--- src/include/ilcd_pkg.sv ---
// Overview of operation
// - Unlisten with attention drops listener addressing.
// - Untalk with attention drops talker addressing.
// - Controller holds attention during unlisten and untalk.
// - Bytes without attention pass on as data only while listen addressed.
// - Device data are ASCII command character strings.
// - Commands use seven bits; compare low seven.
// - Addressed command codes: 01, 04, 08.
// - Universal command codes: 11, 14, 18, 19.
// - Listen addresses 20 to 3f, address low five.
// - Talk addresses 40 to 5f make talker.
// - Secondary command bytes are never acted on.
// - Controller drives eighth data line to zero on command bytes; data bytes keep all eight bits.
// - Addressed commands act only when listen addressed.
// - Universal commands act whenever attention is asserted.
// - Controller sends unlisten before listen address; t_data and t_ifc send listen address 3b without one.
// - Addressed sequence: unlisten, listen address, command.
// - Universal command sent with attention held throughout.
// - Listen address first, then data without attention.
// - Attention level decides command versus data.
// - Three-wire handshake transfers every byte.
// - Interface clear returns talker and listener idle.
package ilcd_pkg;
  localparam logic [6:0] ILCD_GTL_CODE   = 7'h01;
  localparam logic [6:0] ILCD_SDC_CODE   = 7'h04;
  localparam logic [6:0] ILCD_GET_CODE   = 7'h08;
  localparam logic [6:0] ILCD_LLO_CODE   = 7'h11;
  localparam logic [6:0] ILCD_DCL_CODE   = 7'h14;
  localparam logic [6:0] ILCD_SPE_CODE   = 7'h18;
  localparam logic [6:0] ILCD_SPD_CODE   = 7'h19;
  localparam logic [6:0] ILCD_UNL_CODE   = 7'h3f;
  localparam logic [6:0] ILCD_UNT_CODE   = 7'h5f;
  localparam logic [1:0] ILCD_LAG_GROUP  = 2'h1;
  localparam logic [1:0] ILCD_TAG_GROUP  = 2'h2;
  localparam logic [4:0] ILCD_ADDR_RESET = 5'h1b;
  localparam logic [7:0] ILCD_VOLTS_F    = 8'h46;
  localparam logic [7:0] ILCD_VOLTS_0    = 8'h30;
  localparam logic [7:0] ILCD_VOLTS_X    = 8'h58;
  localparam int         ILCD_BUF_DEPTH  = 2;

  typedef enum logic [3:0] {
    ILCD_CMD_NONE, ILCD_CMD_GTL, ILCD_CMD_SDC, ILCD_CMD_GET, ILCD_CMD_LLO,
    ILCD_CMD_DCL, ILCD_CMD_SPE, ILCD_CMD_SPD
  } ilcd_cmd_t;
endpackage

--- src/include/ilcd_bus_if.sv ---
`timescale 1ns/1ps
`default_nettype none
// Each handshake line is active low and has a single driver; the interface has no open-drain wiring.
interface ilcd_bus_if;
  logic [7:0] dio_ctl;
  logic       dav_ctl;
  logic       atn_ctl;
  logic       ifc_ctl;
  logic       nrfd_dev;
  logic       ndac_dev;
  modport ctl (output dio_ctl, output dav_ctl, output atn_ctl, output ifc_ctl,
               input nrfd_dev, input ndac_dev);
  modport dev (input dio_ctl, input dav_ctl, input atn_ctl, input ifc_ctl,
               output nrfd_dev, output ndac_dev);
endinterface
`default_nettype wire

--- src/logic/ilcd_listener.sv ---
`timescale 1ns/1ps
`default_nettype none
module ilcd_listener
  import ilcd_pkg::*;
(
  input  wire logic       clock,
  input  wire logic       rst_n,
  ilcd_bus_if.dev         bus,
  input  wire logic [4:0] my_addr,
  output logic            listen_addressed,
  output logic            talk_addressed,
  output logic [3:0]      cmd_code,
  output logic            cmd_strobe,
  output logic            dd_valid,
  input  wire logic       dd_ready,
  output logic [7:0]      dd_data
);
  typedef enum logic [1:0] {ILCD_HS_READY, ILCD_HS_TAKEN, ILCD_HS_WAIT} ilcd_hs_t;

  // ****************************************************************
  // Acceptor handshake and decode
  // ****************************************************************
  ilcd_hs_t   hs;
  ilcd_hs_t   next_hs;
  logic       lacs;
  logic       next_lacs;
  logic       tacs;
  logic       next_tacs;
  logic [3:0] cmd;
  logic [3:0] next_cmd;
  logic       stb;
  logic       next_stb;
  logic       push;
  logic       buf_ready;
  logic       take;
  logic       nrfd;
  logic       ndac;
  logic       next_nrfd;
  logic       next_ndac;
  logic [6:0] code;
  logic       fin_valid;
  logic [7:0] fin_data;

  // ****************************************************************
  // Byte classification
  // ****************************************************************
  // An address matches only inside its own group, on the low five bits.
  function automatic logic ilcd_addr_hit(input logic [6:0] c, input logic [1:0] grp,
                                         input logic [4:0] addr);
    logic hit;
    hit = (c[6:5] == grp) && (c[4:0] == addr);
    return hit;
  endfunction

  // Addressed commands use the listen flag as it stood before this byte.
  function automatic logic [3:0] ilcd_decode(input logic [6:0] c, input logic lad);
    logic [3:0] r;
    r = 4'(ILCD_CMD_NONE);
    unique case (c)
      ILCD_LLO_CODE: r = 4'(ILCD_CMD_LLO);
      ILCD_DCL_CODE: r = 4'(ILCD_CMD_DCL);
      ILCD_SPE_CODE: r = 4'(ILCD_CMD_SPE);
      ILCD_SPD_CODE: r = 4'(ILCD_CMD_SPD);
      ILCD_GTL_CODE: r = lad ? 4'(ILCD_CMD_GTL) : 4'(ILCD_CMD_NONE);
      ILCD_SDC_CODE: r = lad ? 4'(ILCD_CMD_SDC) : 4'(ILCD_CMD_NONE);
      ILCD_GET_CODE: r = lad ? 4'(ILCD_CMD_GET) : 4'(ILCD_CMD_NONE);
      default:       r = 4'(ILCD_CMD_NONE);
    endcase
    return r;
  endfunction

  assign code = bus.dio_ctl[6:0];

  // byte taken on valid data
  // A byte is taken only while ready was shown, so a full buffer holds the source off.
  assign take = (hs == ILCD_HS_READY) && !bus.dav_ctl && nrfd;

  // ****************************************************************
  // Next state
  // ****************************************************************
  always_comb begin
    next_hs   = hs;
    next_lacs = lacs;
    next_tacs = tacs;
    next_cmd  = 4'(ILCD_CMD_NONE);
    next_stb  = 1'b0;
    next_nrfd = nrfd;
    next_ndac = ndac;
    push      = 1'b0;
    unique case (hs)
      // wait for data valid with ready released
      ILCD_HS_READY: begin
        next_ndac = 1'b0;
        next_nrfd = buf_ready;
        if (take) begin
          next_hs   = ILCD_HS_TAKEN;
          next_nrfd = 1'b0;
          if (!bus.atn_ctl) begin
            if (code == ILCD_UNL_CODE) begin
              next_lacs = 1'b0;
            end else if (code[6:5] == ILCD_LAG_GROUP) begin
              if (ilcd_addr_hit(code, ILCD_LAG_GROUP, my_addr)) begin
                next_lacs = 1'b1;
              end
            end else if (code == ILCD_UNT_CODE) begin
              next_tacs = 1'b0;
            // own talk address; other talker unaddresses us
            end else if (code[6:5] == ILCD_TAG_GROUP) begin
              next_tacs = ilcd_addr_hit(code, ILCD_TAG_GROUP, my_addr);
            // only command groups decode; secondary bytes drop
            end else if (code[6:5] == 2'h0) begin
              next_cmd = ilcd_decode(code, lacs);
              next_stb = (next_cmd != 4'(ILCD_CMD_NONE));
            end
          end else if (lacs) begin
            // Room is certain here, as ready was only shown with a free entry.
            push = 1'b1;
          end
        end
      end
      // release data accepted after taking byte
      ILCD_HS_TAKEN: begin
        next_ndac = 1'b1;
        next_hs   = ILCD_HS_WAIT;
      end
      // Accepted stays high until the source drops data valid.
      ILCD_HS_WAIT: begin
        if (bus.dav_ctl) begin
          next_ndac = 1'b0;
          next_hs   = ILCD_HS_READY;
        end
      end
      default: begin
        next_hs = ILCD_HS_READY;
      end
    endcase
    // Interface clear has the last word over every update above.
    // interface clear idles both functions
    if (!bus.ifc_ctl) begin
      next_lacs = 1'b0;
      next_tacs = 1'b0;
      next_hs   = ILCD_HS_READY;
      next_ndac = 1'b0;
      next_nrfd = 1'b1;
      next_stb  = 1'b0;
      next_cmd  = 4'(ILCD_CMD_NONE);
      push      = 1'b0;
    end
  end

  // ****************************************************************
  // State registers
  // ****************************************************************
  always_ff @(posedge clock or negedge rst_n) begin
    if (!rst_n) begin
      hs   <= ILCD_HS_READY;
      lacs <= 1'b0;
      tacs <= 1'b0;
      cmd  <= 4'(ILCD_CMD_NONE);
      stb  <= 1'b0;
      nrfd <= 1'b1;
      ndac <= 1'b0;
    end else begin
      hs   <= next_hs;
      lacs <= next_lacs;
      tacs <= next_tacs;
      cmd  <= next_cmd;
      stb  <= next_stb;
      nrfd <= next_nrfd;
      ndac <= next_ndac;
    end
  end

  // ****************************************************************
  // Device data buffer
  // ****************************************************************
  ilcd_skid_buf ilcd_skid_buf_inst (
    .clock     (clock),
    .rst_n     (rst_n),
    .in_valid  (push),
    .in_ready  (buf_ready),
    .in_data   (bus.dio_ctl),
    .out_valid (fin_valid),
    .out_ready (dd_ready),
    .out_data  (fin_data)
  );

  // ****************************************************************
  // Outputs
  // ****************************************************************
  // Bytes not meant for this device are still accepted and then dropped,
  // so the bus hangs on a device that is not listening only while its data buffer is full.
  assign dd_valid         = fin_valid;
  assign dd_data          = fin_data;
  assign bus.nrfd_dev     = nrfd;
  assign bus.ndac_dev     = ndac;
  assign listen_addressed = lacs;
  assign talk_addressed   = tacs;
  assign cmd_code         = cmd;
  assign cmd_strobe       = stb;
endmodule
`default_nettype wire

--- src/logic/ilcd_skid_buf.sv ---
`timescale 1ns/1ps
`default_nettype none
module ilcd_skid_buf
  import ilcd_pkg::*;
(
  input  wire logic       clock,
  input  wire logic       rst_n,
  input  wire logic       in_valid,
  output logic            in_ready,
  input  wire logic [7:0] in_data,
  output logic            out_valid,
  input  wire logic       out_ready,
  output logic [7:0]      out_data
);
  logic [7:0] mem [ILCD_BUF_DEPTH];
  logic [7:0] next_mem [ILCD_BUF_DEPTH];
  logic       rd_ptr, wr_ptr, next_rd_ptr, next_wr_ptr;
  logic [1:0] count, next_count;
  logic       do_wr, do_rd;
  logic       next_in_ready;
  logic       next_out_valid;
  logic [7:0] next_out_data;

  always_comb begin
    do_wr = in_valid && in_ready;
    do_rd = out_ready && out_valid;
    next_mem = mem;
    if (do_wr) begin
      next_mem[wr_ptr] = in_data;
    end
    next_wr_ptr    = do_wr ? ~wr_ptr : wr_ptr;
    next_rd_ptr    = do_rd ? ~rd_ptr : rd_ptr;
    next_count     = count + {1'b0, do_wr} - {1'b0, do_rd};
    // Flags and head word are registered, so both sides see flop outputs only.
    next_in_ready  = (next_count != 2'h2);
    next_out_valid = (next_count != 2'h0);
    next_out_data  = next_mem[next_rd_ptr];
  end

  always_ff @(posedge clock or negedge rst_n) begin
    if (!rst_n) begin
      mem[0]    <= 8'h00;
      mem[1]    <= 8'h00;
      rd_ptr    <= 1'b0;
      wr_ptr    <= 1'b0;
      count     <= 2'h0;
      in_ready  <= 1'b1;
      out_valid <= 1'b0;
      out_data  <= 8'h00;
    end else begin
      mem       <= next_mem;
      rd_ptr    <= next_rd_ptr;
      wr_ptr    <= next_wr_ptr;
      count     <= next_count;
      in_ready  <= next_in_ready;
      out_valid <= next_out_valid;
      out_data  <= next_out_data;
    end
  end
endmodule
`default_nettype wire

--- src/flat_wrapper.sv ---
// flat-port wrapper written by rule: the top's interface ports become plain ports
module ilcd_listener_flat import ilcd_pkg::*;
  (clock, rst_n, my_addr, listen_addressed, talk_addressed, cmd_code, cmd_strobe, dd_valid, dd_ready, dd_data, bus_dio_ctl, bus_dav_ctl, bus_atn_ctl, bus_ifc_ctl, bus_nrfd_dev, bus_ndac_dev);
  ilcd_bus_if bus_i ();
  input  wire logic clock;
  input  wire logic rst_n;
  input  wire logic [4:0] my_addr;
  output logic listen_addressed;
  output logic talk_addressed;
  output logic [3:0] cmd_code;
  output logic cmd_strobe;
  output logic dd_valid;
  input  wire logic dd_ready;
  output logic [7:0] dd_data;
  input wire logic [$bits(bus_i.dio_ctl)-1:0] bus_dio_ctl;
  input wire logic [$bits(bus_i.dav_ctl)-1:0] bus_dav_ctl;
  input wire logic [$bits(bus_i.atn_ctl)-1:0] bus_atn_ctl;
  input wire logic [$bits(bus_i.ifc_ctl)-1:0] bus_ifc_ctl;
  output wire logic [$bits(bus_i.nrfd_dev)-1:0] bus_nrfd_dev;
  output wire logic [$bits(bus_i.ndac_dev)-1:0] bus_ndac_dev;
  assign bus_i.dio_ctl = bus_dio_ctl;
  assign bus_i.dav_ctl = bus_dav_ctl;
  assign bus_i.atn_ctl = bus_atn_ctl;
  assign bus_i.ifc_ctl = bus_ifc_ctl;
  assign bus_nrfd_dev = bus_i.nrfd_dev;
  assign bus_ndac_dev = bus_i.ndac_dev;
  ilcd_listener u_core (.clock(clock), .rst_n(rst_n), .bus(bus_i), .my_addr(my_addr), .listen_addressed(listen_addressed), .talk_addressed(talk_addressed), .cmd_code(cmd_code), .cmd_strobe(cmd_strobe), .dd_valid(dd_valid), .dd_ready(dd_ready), .dd_data(dd_data));
endmodule
--- config.mk ---
export PLATFORM = sky130hd
export DESIGN_NAME = ilcd_listener_flat
export DESIGN_NICKNAME = d
export VERILOG_FILES = /design/src/include/ilcd_pkg.sv /design/src/include/ilcd_bus_if.sv /design/src/logic/ilcd_listener.sv /design/src/logic/ilcd_skid_buf.sv /design/src/flat_wrapper.sv
export SDC_FILE = /design/constraint.sdc
export NUM_CORES = 1
export LEC_CHECK = 0
export BUFFER_PORTS_ARGS = -buffer_cell sky130_fd_sc_hd__buf_2
export CAP_MARGIN = 10
export CORE_MARGIN = 2
export CORE_UTILIZATION = 45
export CTS_CLUSTER_SIZE = 16
export DETAILED_ROUTE_END_ITERATION = 7
export PLACE_DENSITY = 0.69
export SETUP_SLACK_MARGIN = 0.02
export SYNTH_ARGS = -nofsm -noshare
export SYNTH_HDL_FRONTEND = slang
export SYNTH_SLANG_ARGS = --single-unit
--- constraint.sdc ---
create_clock -name clock -period 3.4 [get_ports clock]
set_clock_uncertainty 0.1 [all_clocks]
set_input_delay 0.17 -clock clock [delete_from_list [all_inputs] [get_ports clock]]
set_output_delay 0.17 -clock clock [all_outputs]
set_load 0.02 [all_outputs]
# After elaboration in Yosys (flattened, before gate mapping)
# Cells that the tools add are included.
# totals
register_bits	41
# op_classes
n_lt_le_gt_ge	3
n_reduce_logical	16
eq_ne	26
n_bitwise	4
n_addsub	2
muxes	68
# op_table
cell	count
4-bit two-way mux	17
1-bit two-way mux	36
8-bit two-way mux	4
7-bit by 5-bit equality test with 1-bit output (second input constant)	4
4-bit one-hot mux with 7 select lines	1
16-bit bitwise mux	1
16-bit two-way mux	1
2-bit two-way mux	5
3-bit by 1-bit != test with 1-bit output (second input constant)	3
8-bit demux with 1-bit select	1
2-bit != test (second input constant)	4
7-bit by 1-bit equality test with 1-bit output (second input constant)	1
7-bit by 3-bit equality test with 1-bit output (second input constant)	1
7-bit by 4-bit equality test with 1-bit output (second input constant)	1
7-bit by 6-bit equality test with 1-bit output (second input constant)	1
7-bit equality test (second input constant)	1
1-bit logical AND	7
2-bit one-hot mux with 3 select lines	1
6-bit AND reduction	1
5-bit equality test	1
5-bit AND reduction	1
2-bit by 1-bit equality test with 1-bit output (second input constant)	2
2-bit equality test (second input constant)	2
2-bit greater-or-equal comparator (second input constant)	2
15 further kinds	20

# Logic depth before layout (Yosys ltp)
# logic_depth
depth_word	20
mapped_depth	10

# Hierarchy
# A second synthesis with hierarchy kept.
# unflattened
hier_cells	202
area_unflattened_um2	2173.3
# modules_own_cells
module	n_inst	cells_each	area_each_um2
ilcd_skid_buf	1	119	1455.1
ilcd_listener	1	83	718.2

# Worst setup path after synthesis
# No wires, ideal clock.
# synth_path
kind	register to register
start	reg u_core.nrfd (netlist: u_core.bus.nrfd_dev)
end	reg u_core.ilcd_skid_buf_inst.in_ready
t_arrival_ps	2584
stages_incl_launch_ff	10
setup_ps	84
synth_period_minus_slack_ps	2769
path_slack_ps	631
cell_sequence	dfstp_2 -> or4b_4 -> nor2_1 -> clkinv_1 -> ha_1 -> inv_1 -> ha_1 -> xor2_1 -> xnor2_1 -> or2_2
# synth_between
elab_chain_len	8
# synth_rtl
item	line_no	source
start, declared	ilcd_listener.sv:36	logic nrfd;
start signal, assigned	ilcd_listener.sv:169	nrfd <= next_nrfd;
1-bit logical AND	ilcd_listener.sv:76	assign take = (hs == ILCD_HS_READY) && !bus.dav_ctl && nrfd;
1-bit two-way mux	ilcd_listener.sv:95	if (take) begin
1-bit two-way mux	ilcd_listener.sv:90	unique case (hs)
1-bit two-way mux	ilcd_listener.sv:139	if (!bus.ifc_ctl) begin
1-bit logical AND	ilcd_skid_buf.sv:25	do_wr = in_valid && in_ready;
2-bit by 1-bit adder with 2-bit output	ilcd_skid_buf.sv:33	next_count = count + {1'b0, do_wr} - {1'b0, do_rd};
2-bit by 1-bit subtractor with 2-bit output	ilcd_skid_buf.sv:33	
2-bit != test	ilcd_skid_buf.sv:35	next_in_ready = (next_count != 2'h2);
via u_core.ilcd_skid_buf_inst.next_in_ready	ilcd_skid_buf.sv:20	logic next_in_ready;
end signal, assigned	ilcd_skid_buf.sv:55	in_ready <= next_in_ready;
end, declared	ilcd_skid_buf.sv:9	output logic in_ready,
# The timed path passes the listed nets, and every way through them passes these cells.
# A chain may end at the register's enable or synchronous reset.

# Final worst setup path
# Same ends and word-level chain as after synthesis.

==> metrics.csv <==
metric,value,unit
status,"complete, no violations",
Post-DRT Antenna Nets,0,
# rows,24,
clk slew on worst S/H paths,80,ps
Worst Hold Class,input pin to register,
drt first pass iters,4,
Internal,0.839,mW
PortBufs,35,
Hold Path Depth,2,
fmax,374,MHz
clock buffer depth,2,
Worst VDD drop,0.261,mV
register area share after synthesis,50.3,%
hpwl dp,2820,microns
total power,1.22,mW
endpoints failing hold,0,
Starting Density,46.2,%
setup TNS,0,ps
r2r endpoint,u_core.ilcd_skid_buf_inst.in_ready,
initial antenna violation count,0,
Wirelength per Cell,15.9,microns
vias in the first global route,1432,
Worst setup SP type,register,
H-tree lvl count,2,
synthesized net count,194,
unrepaired setup endpoints after global routing,false,
Post-synth EDFFs,0,
final wirelength,4150,microns
Reg power frac,45.2,%
measured slew at the worst slew-check pin,869,ps
DR vias/cell,5.73,
cts bufs inserted,5,
largest net degree at the start of global routing,41,
"FF+latch count, synth",40,
max-slew violations,0,
combinational share of power,27.8,%
Syn Inst Count,173,
Worst EP arrival,2790,ps
Overflow after GRT,0,
total of max-cap violations,0,
core area,4320,sq um
Top Ports,37,
pre-CTS setup slack,740,ps
DRT iter0 DRCs,138,
"commonest non-fill, non-tap cells in the layout","dfrtp_1 (38), buf_2 (35), mux2_2 (16)",
Final Cycle Share,78.5,%
CTS tree,built,
PwrDens,527,nW/um^2
critical path endpoint category,register,
R2R depth,9,
Final #Nets,230,
Root Buffer,clkbuf_8,
"Clk Latency, worst-skew pair",290,ps
Sink Count,40,
Die Wd,70.6,microns
Synth cell types,45,
Main synth FF type,dfrtp_1,
Finished Layout Cells,262,
Pleak,1.11,nW
synthesized cell area,2000,sq um
first-pass GRT wire length,6850,microns
Die H,70.6,microns
R2R Path Start,u_core.bus.nrfd_dev,
Area Growth Syn to Fin,15.6,%
"commonest non-fill, non-tap cell in the layout",dfrtp_1,
Crit path required time,3520,ps
critical path class,register to register,
# placed instances,253,
Final min period,2670,ps
sw frac,31.0,%
Filler cells,403,
headroom to the max-slew limit,42.1,%
# DRC,0,
Reg2Reg Setup Slack,730,ps
Vias,1500,
synth warn,0,
Avg Inst Size Synth,11.5,sq um
post_cts resized,0,
Final setup viols,0,
Worst Setup EP,u_core.ilcd_skid_buf_inst.in_ready,
Crit. Startpoint,u_core.bus.nrfd_dev,
Tot GR Track Use,17.6,%
min setup slack post-route,729,ps
Ant. Diodes,0,
Post-synth ARST share,100,%
Sw Pwr,0.378,mW
Worst Path Max Fanout,5,
Routability Congestion,0.757,
Die ar.,4990,sq um
part of the power in the clock network,27.0,%
layout cells sized above 1,31.4,%
[worst max-delay path: stages, from the launching register on]
cell and delay [ps]:
dfstp_2 550, or4b_4 490, nor2_1 240, clkinv_1 130, ha_1 290, inv_1 40, ha_1 180, xor2_1 150
xnor2_1 160, or2_2 290
[layer usage]
metal	up-vias	track usage, %	wire length (microns)	share of wire (%)
li1	715	-	-	-
met1	722	24.4	1970	47
met2	55	28.0	1910	46
met3	8	4.27	215	5.2
met4	0	5.03	59	1.4
met5	-	0	0	0
[flip-flops by register name, indices dropped and copies added (netlist names), 2 cells and up]
signal	count
u_core.ilcd_skid_buf_inst.mem	16
u_core.ilcd_skid_buf_inst.out_data	8
u_core.cmd_code	3
u_core.ilcd_skid_buf_inst.count	2
u_core.hs	2
[power by group through the flow]
| stage | sequential [mW] | combinational, mW | clock [mW] |
|---|---|---|---|
| after floorplan | 0.571 | 0.236 | 0 |
| after global placement | 0.558 | 0.331 | 0 |
| after detailed placement | 0.560 | 0.338 | 0 |
| after CTS | 0.550 | 0.340 | 0.337 |
| after global routing | 0.556 | 0.374 | 0.356 |
| final | 0.550 | 0.338 | 0.328 |
[cells in the mapped netlist, drive strengths merged (2+ instances only)]
library cell	count	area share [%]
inv	9	1.7
nand2	5	0.94
o311ai	2	0.88
clkinv	2	0.38
buf	5	1.4
dfrtp	38	48
mux2i	8	4.0
xnor2	4	1.8
nor3	7	2.0
and2	2	0.63
dfstp	2	2.6
o21ai	5	1.3
ha	2	1.3
nor4	2	0.63
a21oi	3	0.75
o221ai	14	6.1
nand2b	4	1.3
mux2	16	9.0
a22oi	7	2.6
o211ai	2	0.75
xor2	6	2.6
nor2	6	1.1
clkbuf	4	0.81
[logic make-up (layout without fill, tap and decap cells)]
| kind of cell | after synthesis | count (layout) | synth area share, % |
|---|---|---|---|
| AND/OR/NAND/NOR | 37 | 37 | 11.0 |
| adder cells (fa/ha/maj) | 2 | 2 | 1.25 |
| multiplexers | 24 | 24 | 13.0 |
| flip-flops | 40 | 40 | 50.3 |
| XOR/XNOR | 11 | 11 | 5.51 |
| AO/OA/AOI/OAI | 38 | 38 | 14.5 |
| other | 1 | 1 | 0.188 |
| buffers and inverters | 20 | 57 | 4.26 |
[final cells by class]
cell class | instances | area [sq um] | share of cell area (%)
clock buffer | 8 | 90.1 | 3.90
inverter | 11 | 41.3 | 1.79
multi-input combinational | 113 | 908 | 39.3
sequential | 40 | 1000 | 43.5
tap | 52 | 65.1 | 2.82
timing repair buffer | 38 | 200 | 8.67
[stage by stage]
| stage | util, % | hold WS (ps) | instance area (sq um) |
|---|---|---|---|
| after floorplan | - | -226 | 2000 |
| after CTS | 53.4 | 47.7 | 2310 |
| after global placement | 51.1 | 240 | 2210 |
| after global routing | 53.4 | 64.1 | 2310 |
| final | 53.4 | 56.0 | 2310 |
| after detailed placement | 51.1 | 253 | 2210 |
[worst min path at each step]
stage / start / end / slack, ps
after global routing: bus_dio_ctl[7] / u_core.ilcd_skid_buf_inst.mem[15] / 60
final: bus_dio_ctl[7] / u_core.ilcd_skid_buf_inst.mem[15] / 60
after floorplan: rst_n / u_core.bus.ndac_dev / -230
after global placement: rst_n / u_core.talk_addressed / 240
after CTS: bus_dio_ctl[7] / u_core.ilcd_skid_buf_inst.mem[7] / 50
after detailed placement: rst_n / u_core.talk_addressed / 250
[timing repair]
| action | in CTS | in global routing |
|---|---|---|
| setup buffers | 0 | 0 |
| hold endpoints to repair | 38 | 0 |
| hold buffers | 1 | 0 |
(Power assumes the default switching activity.)
